===== src/hw/mvr_pkg.sv =====
// Purpose: shared constants and types of the vendor management register bank
// Assumes: 16-bit management registers reached over a serial management frame
// Notes:   offsets, field positions, reset values and frame lengths live here

package mvr_pkg;
  // ----------------------------------------------------------------
  // register offsets
  // ----------------------------------------------------------------
  localparam logic [15:0] MVR_GCTL_ADDR = 16'h0000;
  localparam logic [15:0] MVR_STAT_ADDR = 16'h0010;
  localparam logic [15:0] MVR_CNT_ADDR = 16'h0011;
  localparam logic [15:0] MVR_GCTL_RST = 16'h0610;
  localparam logic [4:0] MVR_DEVAD = 5'h1e;

  // ----------------------------------------------------------------
  // global control fields
  // ----------------------------------------------------------------
  localparam int MVR_GRST_BIT = 15;
  localparam int MVR_SEL_HI = 14;
  localparam int MVR_SEL_LO = 12;
  localparam int MVR_RSV_HI = 10;
  localparam int MVR_RSV_LO = 7;
  localparam int MVR_PINDIS_BIT = 5;
  localparam int MVR_SRC_HI = 4;
  localparam logic [2:0] MVR_FN_STOPWATCH = 3'h0;
  localparam logic [2:0] MVR_FN_TXSW = 3'h2;
  localparam logic [2:0] MVR_FN_RXSW = 3'h3;
  localparam logic [4:0] MVR_SRC_HS = 5'h00;
  localparam logic [4:0] MVR_SRC_L0 = 5'h02;
  localparam logic [4:0] MVR_SRC_L1 = 5'h04;
  localparam logic [4:0] MVR_SRC_L2 = 5'h06;
  localparam logic [4:0] MVR_SRC_L3 = 5'h07;
  localparam logic [15:0] MVR_CNT_MAX = 16'hffff;

  // ----------------------------------------------------------------
  // frame coding
  // ----------------------------------------------------------------
  localparam logic [1:0] MVR_ST_C45 = 2'b00;
  localparam logic [1:0] MVR_ST_C22 = 2'b01;
  localparam logic [1:0] MVR_OP45_ADDR = 2'b00;
  localparam logic [1:0] MVR_OP45_WR = 2'b01;
  localparam logic [1:0] MVR_OP45_RDINC = 2'b10;
  localparam logic [1:0] MVR_OP22_WR = 2'b01;
  localparam logic [1:0] MVR_OP22_RD = 2'b10;
  localparam logic [5:0] MVR_PRE_LEN = 6'd32;
  localparam logic [5:0] MVR_HDR_LAST = 6'd13;
  localparam logic [5:0] MVR_TAIL_LAST = 6'd17;

  typedef enum logic [1:0] {
    MVR_MODE_KR = 2'b00,
    MVR_MODE_KX = 2'b01,
    MVR_MODE_GP = 2'b10
  } mvr_mode_t;

  typedef enum logic [2:0] {
    MVR_FR_IDLE = 3'b001,
    MVR_FR_HDR = 3'b010,
    MVR_FR_TAIL = 3'b100
  } mvr_fr_state_t;
endpackage


===== src/hw/mvr_latch_cell.sv =====
// Purpose: one latched status bit, latching high or low
// Assumes: cond and clear strobes on clk
// Notes:   a condition present in the clearing cycle wins over the clear

`timescale 1ns/1ps
`default_nettype none

module mvr_latch_cell #(
  parameter logic LATCH_VAL = 1'b1
) (
  input wire logic clk,
  input wire logic reset,
  input wire logic soft_rst,
  input wire logic cond,
  input wire logic rd_clr,
  output logic q
);
  logic q_r;
  logic q_nxt;

  always_comb begin
    if (soft_rst) begin
      q_nxt = ~LATCH_VAL;
    end else if (cond) begin
      q_nxt = LATCH_VAL;
    end else if (rd_clr) begin
      q_nxt = ~LATCH_VAL;
    end else begin
      q_nxt = q_r;
    end
  end

  always_ff @(posedge clk) begin
    if (reset) begin
      q_r <= ~LATCH_VAL;
    end else begin
      q_r <= q_nxt;
    end
  end

  assign q = q_r;
endmodule

`default_nettype wire


===== src/hw/mvr_mdio_frame.sv =====
// Purpose: serial management frame engine, both framing styles
// Assumes: mdc_rise and mdio_s already synchronised to clk
// Notes:   preamble of 32 ones required before every frame

`timescale 1ns/1ps
`default_nettype none

module mvr_mdio_frame (
  input wire logic clk,
  input wire logic reset,
  input wire logic mdc_rise,
  input wire logic mdio_s,
  input wire logic [4:0] phy_addr,
  input wire logic [15:0] rd_data,
  output logic [15:0] acc_addr,
  output logic wr_stb,
  output logic [15:0] wr_data,
  output logic rd_stb,
  output logic mdio_out,
  output logic mdio_oe
);
  import mvr_pkg::*;

  mvr_fr_state_t st_r, st_nxt;
  logic [5:0] cnt_r, cnt_nxt;
  logic [15:0] sh_r, sh_nxt, tx_r, tx_nxt, addr_r, addr_nxt, wd_r, wd_nxt;
  logic c45_r, c45_nxt, hit_r, hit_nxt, rd_r, rd_nxt;
  logic [1:0] op_r, op_nxt;
  logic oe_r, oe_nxt, out_r, out_nxt, wstb_r, wstb_nxt, rstb_r, rstb_nxt;
  logic [13:0] hdr;
  logic [15:0] dat;

  always_comb begin
    st_nxt = st_r;
    cnt_nxt = cnt_r;
    sh_nxt = sh_r;
    tx_nxt = tx_r;
    addr_nxt = addr_r;
    wd_nxt = wd_r;
    c45_nxt = c45_r;
    hit_nxt = hit_r;
    rd_nxt = rd_r;
    op_nxt = op_r;
    oe_nxt = oe_r;
    out_nxt = out_r;
    wstb_nxt = 1'b0;
    rstb_nxt = 1'b0;
    hdr = {sh_r[12:0], mdio_s};
    dat = {sh_r[14:0], mdio_s};
    if (mdc_rise) begin
      case (st_r)
        MVR_FR_IDLE: begin
          if (mdio_s) begin
            cnt_nxt = (cnt_r == MVR_PRE_LEN) ? cnt_r : cnt_r + 6'd1;
          end else if (cnt_r == MVR_PRE_LEN) begin
            st_nxt = MVR_FR_HDR;
            cnt_nxt = 6'd1;
            sh_nxt = 16'h0000;
          end else begin
            cnt_nxt = 6'd0;
          end
        end
        MVR_FR_HDR: begin
          sh_nxt = dat;
          cnt_nxt = cnt_r + 6'd1;
          if (cnt_r == MVR_HDR_LAST) begin
            c45_nxt = (hdr[13:12] == MVR_ST_C45);
            op_nxt = hdr[11:10];
            hit_nxt = (hdr[9:5] == phy_addr) &&
                      (c45_nxt ? (hdr[4:0] == MVR_DEVAD) : (hdr[13:12] == MVR_ST_C22));
            rd_nxt = hit_nxt && (c45_nxt ? hdr[11] : (hdr[11:10] == MVR_OP22_RD));
            if (hit_nxt && !c45_nxt) begin
              addr_nxt = {11'h000, hdr[4:0]};
            end
            st_nxt = MVR_FR_TAIL;
            cnt_nxt = 6'd0;
          end
        end
        MVR_FR_TAIL: begin
          sh_nxt = dat;
          cnt_nxt = cnt_r + 6'd1;
          if (rd_r && cnt_r == 6'd0) begin
            tx_nxt = rd_data;
            oe_nxt = 1'b1;
            out_nxt = 1'b0;
          end else if (rd_r && cnt_r < MVR_TAIL_LAST) begin
            out_nxt = tx_r[15];
            tx_nxt = {tx_r[14:0], 1'b0};
          end
          if (cnt_r == MVR_TAIL_LAST) begin
            st_nxt = MVR_FR_IDLE;
            cnt_nxt = 6'd0;
            oe_nxt = 1'b0;
            out_nxt = 1'b0;
            rstb_nxt = rd_r;
            if (hit_r && c45_r && op_r == MVR_OP45_ADDR) begin
              addr_nxt = dat;
            end else if (hit_r && c45_r && op_r == MVR_OP45_RDINC) begin
              addr_nxt = addr_r + 16'h0001;
            end else if (hit_r && (c45_r ? op_r == MVR_OP45_WR : op_r == MVR_OP22_WR)) begin
              wstb_nxt = 1'b1;
              wd_nxt = dat;
            end
          end
        end
        default: begin
          st_nxt = MVR_FR_IDLE;
          cnt_nxt = 6'd0;
          oe_nxt = 1'b0;
        end
      endcase
    end
  end

  always_ff @(posedge clk) begin
    if (reset) begin
      st_r <= MVR_FR_IDLE;
      cnt_r <= 6'd0;
      sh_r <= 16'h0000;
      tx_r <= 16'h0000;
      addr_r <= 16'h0000;
      wd_r <= 16'h0000;
      c45_r <= 1'b0;
      hit_r <= 1'b0;
      rd_r <= 1'b0;
      op_r <= 2'b00;
      oe_r <= 1'b0;
      out_r <= 1'b0;
      wstb_r <= 1'b0;
      rstb_r <= 1'b0;
    end else begin
      st_r <= st_nxt;
      cnt_r <= cnt_nxt;
      sh_r <= sh_nxt;
      tx_r <= tx_nxt;
      addr_r <= addr_nxt;
      wd_r <= wd_nxt;
      c45_r <= c45_nxt;
      hit_r <= hit_nxt;
      rd_r <= rd_nxt;
      op_r <= op_nxt;
      oe_r <= oe_nxt;
      out_r <= out_nxt;
      wstb_r <= wstb_nxt;
      rstb_r <= rstb_nxt;
    end
  end

  assign acc_addr = addr_r;
  assign wr_stb = wstb_r;
  assign wr_data = wd_r;
  assign rd_stb = rstb_r;
  assign mdio_out = out_r;
  assign mdio_oe = oe_r;
endmodule

`default_nettype wire


===== src/hw/mvr_vendor_regs.sv =====
// Purpose: vendor management register bank with global control register
// Assumes: mdc much slower than clk; host changes mdio away from mdc rise
// Notes:   pattern status and mode inputs come from logic on clk

`timescale 1ns/1ps
`default_nettype none

// Behaviour
// - read-write bits store and return written value
// - self-clearing bit pulses, always reads zero
// - read-only bits ignore writes, show live
// - latched-high sets on condition, read clears
// - latched-low clears on condition, read sets
// - counter clears on read, saturates at max
// - tagged fields honoured in every mode; only lane sources mode-gated
// - long framing answers device address 0x1e
// - short framing register field selects low bits
// - soft reset resets datapath and registers
// - soft reset bit clears next management clock
// - bits 14:12 choose address pin function
// - bit 5 low lets pin serve function
// - bits 4:0 route pattern result to pin
// - pin source needs enabled checker; lanes 1 to 3 mode-gated
// - reserved bits 11 and 6 read zero
module mvr_vendor_regs (
  input wire logic clk,
  input wire logic reset,
  input wire logic mdc,
  input wire logic mdio_in,
  output logic mdio_out,
  output logic mdio_oe,
  input wire logic [4:0] phy_addr,
  input wire logic port_addr_bit0_pin,
  input wire mvr_pkg::mvr_mode_t mode,
  input wire logic hs_verify_en,
  input wire logic ls_verify_en,
  input wire logic hs_pattern_ok,
  input wire logic [3:0] ls_pattern_ok,
  input wire logic hs_err_evt,
  output logic datapath_reset,
  output logic stopwatch_in,
  output logic tx_data_switch,
  output logic rx_data_switch,
  output logic pattern_check_ok_pin
);
  import mvr_pkg::*;

  // ----------------------------------------------------------------
  // pin synchronisers
  // ----------------------------------------------------------------
  logic [7:0] sync1_r, sync2_r;
  logic mdc_d_r;
  logic mdc_rise, mdio_s, pin_s;
  logic [4:0] pa_s;

  always_ff @(posedge clk) begin
    if (reset) begin
      sync1_r <= 8'h00;
      sync2_r <= 8'h00;
      mdc_d_r <= 1'b0;
    end else begin
      sync1_r <= {phy_addr, port_addr_bit0_pin, mdio_in, mdc};
      sync2_r <= sync1_r;
      mdc_d_r <= sync2_r[0];
    end
  end

  assign mdc_rise = sync2_r[0] & ~mdc_d_r;
  assign mdio_s = sync2_r[1];
  assign pin_s = sync2_r[2];
  assign pa_s = sync2_r[7:3];

  // ----------------------------------------------------------------
  // frame engine
  // ----------------------------------------------------------------
  logic [15:0] acc_addr, wr_data, rd_data;
  logic wr_stb, rd_stb;

  mvr_mdio_frame u_frame (
    .clk(clk),
    .reset(reset),
    .mdc_rise(mdc_rise),
    .mdio_s(mdio_s),
    .phy_addr(pa_s),
    .rd_data(rd_data),
    .acc_addr(acc_addr),
    .wr_stb(wr_stb),
    .wr_data(wr_data),
    .rd_stb(rd_stb),
    .mdio_out(mdio_out),
    .mdio_oe(mdio_oe)
  );

  // ----------------------------------------------------------------
  // global control register
  // ----------------------------------------------------------------
  logic [2:0] sel_r, sel_nxt;
  logic [3:0] rsv_r, rsv_nxt;
  logic pindis_r, pindis_nxt;
  logic [4:0] src_r, src_nxt;
  logic srst_r, srst_nxt;
  logic gctl_wr;

  assign gctl_wr = wr_stb && acc_addr == MVR_GCTL_ADDR;

  always_comb begin
    sel_nxt = sel_r;
    rsv_nxt = rsv_r;
    pindis_nxt = pindis_r;
    src_nxt = src_r;
    srst_nxt = srst_r;
    if (srst_r) begin
      // held over to the next mdc rise, registers forced to defaults meanwhile
      sel_nxt = MVR_GCTL_RST[MVR_SEL_HI:MVR_SEL_LO];
      rsv_nxt = MVR_GCTL_RST[MVR_RSV_HI:MVR_RSV_LO];
      pindis_nxt = MVR_GCTL_RST[MVR_PINDIS_BIT];
      src_nxt = MVR_GCTL_RST[MVR_SRC_HI:0];
      srst_nxt = ~mdc_rise;
    end else if (gctl_wr) begin
      sel_nxt = wr_data[MVR_SEL_HI:MVR_SEL_LO];
      rsv_nxt = wr_data[MVR_RSV_HI:MVR_RSV_LO];
      pindis_nxt = wr_data[MVR_PINDIS_BIT];
      src_nxt = wr_data[MVR_SRC_HI:0];
      srst_nxt = wr_data[MVR_GRST_BIT];
    end
  end

  always_ff @(posedge clk) begin
    if (reset) begin
      sel_r <= MVR_GCTL_RST[MVR_SEL_HI:MVR_SEL_LO];
      rsv_r <= MVR_GCTL_RST[MVR_RSV_HI:MVR_RSV_LO];
      pindis_r <= MVR_GCTL_RST[MVR_PINDIS_BIT];
      src_r <= MVR_GCTL_RST[MVR_SRC_HI:0];
      srst_r <= 1'b0;
    end else begin
      sel_r <= sel_nxt;
      rsv_r <= rsv_nxt;
      pindis_r <= pindis_nxt;
      src_r <= src_nxt;
      srst_r <= srst_nxt;
    end
  end

  // ----------------------------------------------------------------
  // status bits and error counter
  // ----------------------------------------------------------------
  logic stat_rd, cnt_rd, lh_q, ll_q, cnt_evt;
  logic [15:0] cnt_r, cnt_nxt;

  assign stat_rd = rd_stb && acc_addr == MVR_STAT_ADDR;
  assign cnt_rd = rd_stb && acc_addr == MVR_CNT_ADDR;
  assign cnt_evt = hs_err_evt & hs_verify_en;

  mvr_latch_cell #(.LATCH_VAL(1'b1)) u_hs_fail_lh (
    .clk(clk),
    .reset(reset),
    .soft_rst(srst_r),
    .cond(hs_verify_en & ~hs_pattern_ok),
    .rd_clr(stat_rd),
    .q(lh_q)
  );

  mvr_latch_cell #(.LATCH_VAL(1'b0)) u_ls0_ok_ll (
    .clk(clk),
    .reset(reset),
    .soft_rst(srst_r),
    .cond(ls_verify_en & ~ls_pattern_ok[0]),
    .rd_clr(stat_rd),
    .q(ll_q)
  );

  always_comb begin
    cnt_nxt = cnt_r;
    if (srst_r) begin
      cnt_nxt = 16'h0000;
    end else if (cnt_rd) begin
      cnt_nxt = cnt_evt ? 16'h0001 : 16'h0000;
    end else if (cnt_evt && cnt_r != MVR_CNT_MAX) begin
      cnt_nxt = cnt_r + 16'h0001;
    end
  end

  always_ff @(posedge clk) begin
    if (reset) begin
      cnt_r <= 16'h0000;
    end else begin
      cnt_r <= cnt_nxt;
    end
  end

  // ----------------------------------------------------------------
  // read mux
  // ----------------------------------------------------------------
  always_comb begin
    case (acc_addr)
      MVR_GCTL_ADDR: rd_data = {1'b0, sel_r, 1'b0, rsv_r, 1'b0, pindis_r, src_r};
      MVR_STAT_ADDR: rd_data = {10'h000, mode, 1'b0, ll_q, lh_q, hs_pattern_ok};
      MVR_CNT_ADDR: rd_data = cnt_r;
      default: rd_data = 16'h0000;
    endcase
  end

  // ----------------------------------------------------------------
  // pin functions and pass pin
  // ----------------------------------------------------------------
  logic sw_r, sw_nxt, txs_r, txs_nxt, rxs_r, rxs_nxt, pass_r, pass_nxt;
  logic pin_on, lane_ok;

  // the tagged fields here apply in every mode; only the lane gating differs
  assign lane_ok = (mode != MVR_MODE_KX);
  assign pin_on = ~pindis_r & pin_s;

  always_comb begin
    sw_nxt = pin_on && sel_r == MVR_FN_STOPWATCH;
    txs_nxt = pin_on && sel_r == MVR_FN_TXSW;
    rxs_nxt = pin_on && sel_r == MVR_FN_RXSW;
    // unselected or reserved source other than codes 1x00 leaves the pin high, meaning no failure; codes 1x00 follow the high-speed checker
    pass_nxt = 1'b1;
    if (src_r == MVR_SRC_HS || (src_r[4] && src_r[1:0] == 2'b00)) begin
      pass_nxt = hs_verify_en ? hs_pattern_ok : 1'b1;
    end else if (src_r == MVR_SRC_L0) begin
      pass_nxt = ls_verify_en ? ls_pattern_ok[0] : 1'b1;
    end else if (src_r == MVR_SRC_L1 && lane_ok) begin
      pass_nxt = ls_verify_en ? ls_pattern_ok[1] : 1'b1;
    end else if (src_r == MVR_SRC_L2 && lane_ok) begin
      pass_nxt = ls_verify_en ? ls_pattern_ok[2] : 1'b1;
    end else if (src_r == MVR_SRC_L3 && lane_ok) begin
      pass_nxt = ls_verify_en ? ls_pattern_ok[3] : 1'b1;
    end
  end

  always_ff @(posedge clk) begin
    if (reset) begin
      sw_r <= 1'b0;
      txs_r <= 1'b0;
      rxs_r <= 1'b0;
      pass_r <= 1'b1;
    end else begin
      sw_r <= sw_nxt;
      txs_r <= txs_nxt;
      rxs_r <= rxs_nxt;
      pass_r <= pass_nxt;
    end
  end

  assign datapath_reset = srst_r;
  assign stopwatch_in = sw_r;
  assign tx_data_switch = txs_r;
  assign rx_data_switch = rxs_r;
  assign pattern_check_ok_pin = pass_r;
endmodule

`default_nettype wire


===== config.mk =====
export PLATFORM = sky130hd
export DESIGN_NAME = mvr_vendor_regs
export DESIGN_NICKNAME = d
export VERILOG_FILES = /design/src/hw/mvr_pkg.sv /design/src/hw/mvr_latch_cell.sv /design/src/hw/mvr_mdio_frame.sv /design/src/hw/mvr_vendor_regs.sv
export SDC_FILE = /design/constraint.sdc
export NUM_CORES = 1
export LEC_CHECK = 0
export BUFFER_PORTS_ARGS = -buffer_cell sky130_fd_sc_hd__buf_2
export CAP_MARGIN = 40
export CORE_MARGIN = 2
export CORE_UTILIZATION = 55
export CTS_CLUSTER_DIAMETER = 200
export DETAILED_ROUTE_END_ITERATION = 8
export HOLD_SLACK_MARGIN = 0.05
export PLACE_DENSITY_LB_ADDON = 0.25
export RECOVER_POWER = 25
export SYNTH_ARGS = -nofsm -noshare
export SYNTH_HDL_FRONTEND = slang
export SYNTH_SLANG_ARGS = --single-unit

===== constraint.sdc =====
create_clock -name clk -period 4.3 [get_ports clk]
set_input_delay 0.215 -clock clk [delete_from_list [all_inputs] [get_ports clk]]
set_output_delay 0.215 -clock clk [all_outputs]
set_load 0.1 [all_outputs]

Yosys cells after proc, flatten, opt, wreduce, memory -nomap -nowiden
Index checks and enable logic that the tools add are counted.

Add/sub/neg operators: 3. $mul: 0. Divide/modulo/power cells: 0. Magnitude comparators: 1. Equality and inequality tests: 30. Shift-type cells: 0. Multiplexer cells: 51. Bitwise gates (word level): 15. Reduce and logical (&&, ||, !) cells: 50.

Operators with widths (number): 2-to-1 mux 16 bit (9); case mux 16 bit (3 select lines) (1); adder 16 x 1 -> 16 bit (second input constant) (2); == test 16 x 5 -> 1 bit (second input constant) (2); case mux 16 bit (2 select lines) (1); 2-to-1 mux 15 bit (2); case mux 15 bit (2 select lines) (1); 2-to-1 mux 1 bit (26); 2-to-1 mux 6 bit (4); logical AND 1 bit (20); case mux 6 bit (3 select lines) (1); zero test 16 bit (1); != test 16 bit (second input constant) (1); == test 5 x 3 -> 1 bit (second input constant) (3); 2-to-1 mux 3 bit (4); AND reduction 3 bit (4); AND reduction 6 bit (2); nonzero test 2 bit (6); != test 2 x 1 -> 1 bit (second input constant) (5); inverter 1 bit (10); == test 3 x 2 -> 1 bit (second input constant) (3); case mux 3 bit (3 select lines) (1); adder 6 x 1 -> 6 bit (second input constant) (1); == test 6 x 4 -> 1 bit (second input constant) (1); other kinds (28) (39).

Flip-flop bits (word level): 134. Bits in latches: 0. Bits in writable memories: 0. ROM bits: 0. Input port bits: 20. Output and inout bits: 7. Logic and storage cells: 179. Memories kept: 0.

Depth between registers and ports, before layout
Word-level depth: 7. Gate-level depth with buffers: 9. Depth with buffers taken out: 7.

Modules after synthesis
A second synthesis with hierarchy kept.

Cell total of the unflattened synthesis: 792. Area, all modules: 6567.5 µm².

Modules (own cells, without submodules): mvr_mdio_frame (times used 1, cells each 504, area each 4107.7 µm², seq. area each 1621.6 µm²); mvr_vendor_regs (times used 1, cells each 280, area each 2382.3 µm², seq. area each 1021.0 µm²); mvr_latch_cell (u_hs_fail_lh) (times used 1, cells each 4, area each 45.0 µm², seq. area each 20.0 µm²); mvr_latch_cell (u_ls0_ok_ll) (times used 1, cells each 4, area each 32.5 µm², seq. area each 20.0 µm²).

Worst setup path after synthesis
Ideal clock, no wire load.

Kind: reg2reg. From: reg u_frame.cnt_r[0]. To: reg u_frame.tx_r[0]. Setup time: 0.067 ns. Arrival time: 2.109 ns. Required time: 4.233 ns. Path slack: 2.123 ns. Cell stages (with the launch flop): 10. Path buffers: 2. Clock period less this slack: 2.177 ns. Path through: dfxtp_1 > inv_1 > ha_1 > or3b_1 > a2111o_1 > buf_6 > buf_6 > nor4_2 > o21ai_1 > a21oi_2.

Cells in the longest elaborated chain, start to end: 4. Elaborated cells between the ends (all ways): 7. Classes of those cells: 1 x order compare; 1 x mux; 5 x reduce/logical.

RTL lines: start, declared (RTL line mvr_mdio_frame.sv:25) `logic [5:0] cnt_r, cnt_nxt;`; start signal, assigned (RTL line mvr_mdio_frame.sv:133) `cnt_r <= cnt_nxt;`; less-than comparator 6 x 5 -> 1 bit / zero test 6 bit (equally long branches) (RTL line mvr_mdio_frame.sv:86, mvr_mdio_frame.sv:82); logical AND 1 bit (on tied branches) (RTL line mvr_mdio_frame.sv:86, mvr_mdio_frame.sv:82); nonzero test 2 bit (no source line); AND reduction 3 bit (no source line); end signal, assigned (RTL line mvr_mdio_frame.sv:135) `tx_r <= tx_nxt;`; end, declared (RTL line mvr_mdio_frame.sv:26) `logic [15:0] sh_r, sh_nxt, tx_r, tx_nxt, addr_r, addr_nxt, wd_r, wd_nxt;`.

Several ways; a longest one is shown, not always the timed one. A chain may end at the register's enable or synchronous reset.

Worst setup path after layout
From: in reset. To: reg cnt_r[0].

Cells in the longest elaborated chain, start to end: 1.

RTL lines: start, declared (RTL line mvr_vendor_regs.sv:27) `input wire logic reset,`; OR reduction 2 bit (no source line); end signal, assigned (RTL line mvr_vendor_regs.sv:187) `cnt_r <= cnt_nxt;`; end, declared (RTL line mvr_vendor_regs.sv:148) `logic [15:0] cnt_r, cnt_nxt;`.

No other way between the ends.

==> flow_summary.ini <==
[routing]
drt_wl_total_um = 16700
drt_iter0_markers = 650
avgRoutedWirePerCell_um = 18.05
antenna_left = 0
firstDrtPassIters = 5
viasPerCell = 6.396
num_vias = 5916
drc = 0

[grt]
grt_pass1_vias = 5579
grt_max_degree = 49
track_usage_pct = 27.31
antenna_found_initial = 0
overflow = 0
grt_pass1_wl_um = 27630

[clocking]
numCtsBuffers = 17
clock_sinks = 132
cts_buffer_depth = 2
cts_resized = 0
clkLatencyLatePin_ps = 430
htree_levels = 4
cts_tree = yes
clk_pin_slew_worst_paths_ps = 60
root_buffer = clkbuf_16

[finish]
syn_to_final_growth_pct = 13.84
fillers = 958
diodes = 0
fin_util_pct = 63.74
seq_area_sq_um = 2643
nets = 796
multiInputGateArea_sq_um = 3436
drive_above_1_share_pct = 9.335

[synthesis]
synth_edf_count = 0
synth_xor_area_share_pct = 2.752
synth_cell_type_count = 73
synth_fa_ha_area_share_pct = 1.376
synth-seq-cells = 132
synth_area_leaders = dfxtp_1, nand2_1, a21oi_1, mux2i_1, nand3_1
synthesis.area_sq_um = 6366
synth-main-ff-cell = dfxtp_1
synth_compound_area_share_pct = 20.15
synth_top_family_by_area = simple AND/OR/NAND/NOR gates
yosysSeqAreaShare_pct = 41.51
synth_top_area_share_pct = 41.51
synthCells = 754
ys_async_sr_fraction_pct = 0
synthSimpleGateAreaFrac_pct = 26.08
syn_nets = 781
synthMuxAreaShare_pct = 3.636
ys_warn_count = 0
syn_avg_cell_area_sq_um = 8.443
yosysTopAreaCell = dfxtp_1

[pwr]
vdd_drop_max_v = 0.0003487
power.density_nw_per_um2 = 397.3
power_leakage_nw = 2.486

[sta]
fin_skew_ps = 9.411
tns_ps = 0
rsz0062_at_grt = false
max_clock_freq_ghz = 0.3172
maxSlewViolCount = 49
relSlewSlack_pct = -52.29
layout_min_cycle_time_ps = 3153
hold_ws_ps = 105.8
fin_crit_sh_pct = 73.31
finalHoldViolCount = 0
finalSetupViolCount = 0
tightest_slew_ps = 2284

[status]
violations = max-capacitance violations, max-slew violations
status = finished, violations left

[setup_path]
crit_path_max_fanout = 48
cp-start-kind = primary input
crit_type = in2reg
cp.required_ps = 4610
cp-startpoint = reset
crit_arrival_ps = 3470
end_kind = flip-flop
reg2reg_from = u_frame.st_r[2]

[place]
gp_congestion = 0.8598
port_buffers = 26
dp_hpwl_um = 11010

[floorplanning]
core-area_sq_um = 11370
die_x_um = 111.6
dieArea_sq_um = 12450
io_pins = 27
die_h_um = 111.6
rows = 39
start_util_pct = 55.99

[run]
maxCapViolations = 1

[worst_hold_path]
hold_class = in2reg
hp-start = ls_verify_en
## layout by cell type, fill, tap and decap left out, types with 9 or more instances in the layout
master and n:
and2_1 9, o21ai_0 31, buf_2 19, nor2b_1 20, a31oi_1 12, nor2_1 53, a21oi_1 48, a211oi_1 10
nor4_1 9, a221oi_1 20, clkbuf_16 17, mux2i_1 22, dfxtp_1 132, xnor2_1 12, nand3_1 43, clkbuf_1 9
nand2_1 84, nor3_1 24, nand4_1 16, inv_1 17
## flip-flops by register name, summed over array words and instances (netlist names), 2 cells and up
register / flops
rsv_r: 4
u_frame.tx_r: 16
cnt_r: 16
u_frame.sh_r: 15
src_r: 5
sync2_r: 8
u_frame.wr_data: 14
u_frame.acc_addr: 16
u_frame.cnt_r: 6
u_frame.op_r: 2
sync1_r: 8
u_frame.st_r: 3
sel_r: 3
## where the power goes
part,internal (mW),leakage (nW),switching [mW]
logic,0.0262,1.11,0.0488
clock network,1.02,0.306,0.546
registers,1.23,1.07,0.00616
## cells in the mapped netlist (all sizes together), types with 4 or more instances
master   count
dfxtp      132
nand2       84
nor2        54
a21oi       49
nand3       43
clkbuf      38
o21ai       35
nor3        25
mux2i       22
a221oi      20
nor2b       20
inv         17
nand4       16
a31oi       12
xnor2       12
buf         11
a211oi      10
and2        10
nor4        10
a2111oi      9
nand2b       8
xor2         8
and4         7
ha           7
o211ai       7
or3          7
and3         6
o31ai        6
or4          6
o22ai        5
a21o         4
nor3b        4
o2111ai      4
or3b         4
## stage by stage
stage / cells / area, sq um / worst slack [ps] / power, mW
2_1_floorplan: 754 / 6366 / 2123 / 1.310
6_report: 925 / 7247 / 1148 / 2.879
3_3_place_gp: 883 / 6525 / 1574 / 1.332
3_5_place_dp: 885 / 6544 / 1578 / 1.335
4_1_cts: 925 / 7268 / 1552 / 2.893
5_1_grt: 925 / 7247 / 892.4 / 2.959
## critical path, cell delays in order
cell and delay, ps:
buf_2 80, clkbuf_2 690, clkbuf_1 1700, nor2_1 510, nand2_1 180, o2bb2ai_1 80
## logic make-up (layout without fill, tap and decap cells)
kind of cell,count (synthesis),after routing
AO/OA/AOI/OAI,188,188
buffers and inverters,66,94
XOR/XNOR,20,20
flip-flops,132,132
adder cells (fa/ha/maj),7,7
AND/OR/NAND/NOR,318,318
multiplexers,23,23
## path summary, 6_finish.rpt
check	endpoint	slack [ps]	cells after the start
worst max-delay path	cnt_r[0]	1150	6
worst min-delay path	pattern_check_ok_pin	110	3
worst max register to register	u_frame.wr_data[1]	1280	5
worst min register to register	sync2_r[1]	430	1
## layout make-up
class / count / area share, %
Clock inverter: 11 / 2.400
Tap cell: 143 / 2.469
Timing Repair Buffer: 45 / 3.885
Clock buffer: 21 / 6.492
Multi-Input combinational cell: 556 / 47.41
Sequential cell: 132 / 36.46
Inverter: 17 / 0.8805
## layer usage
metal / vias up / global-route usage [%] / wire length [um]
li1: 2809 / - / -
met5: - / 0 / 0
met1: 2835 / 36.68 / 7382
met3: 33 / 6.532 / 1159
met4: 0 / 10.53 / 376
met2: 239 / 42.85 / 7781
## what timing repair did
item | CTS | global route
hold buffers | 8 | 0
setup endpoints to repair | 0 | 0
setup buffers | 0 | 0
hold endpoints to repair | 8 | 0
Power figures use the tool's default switching activity.
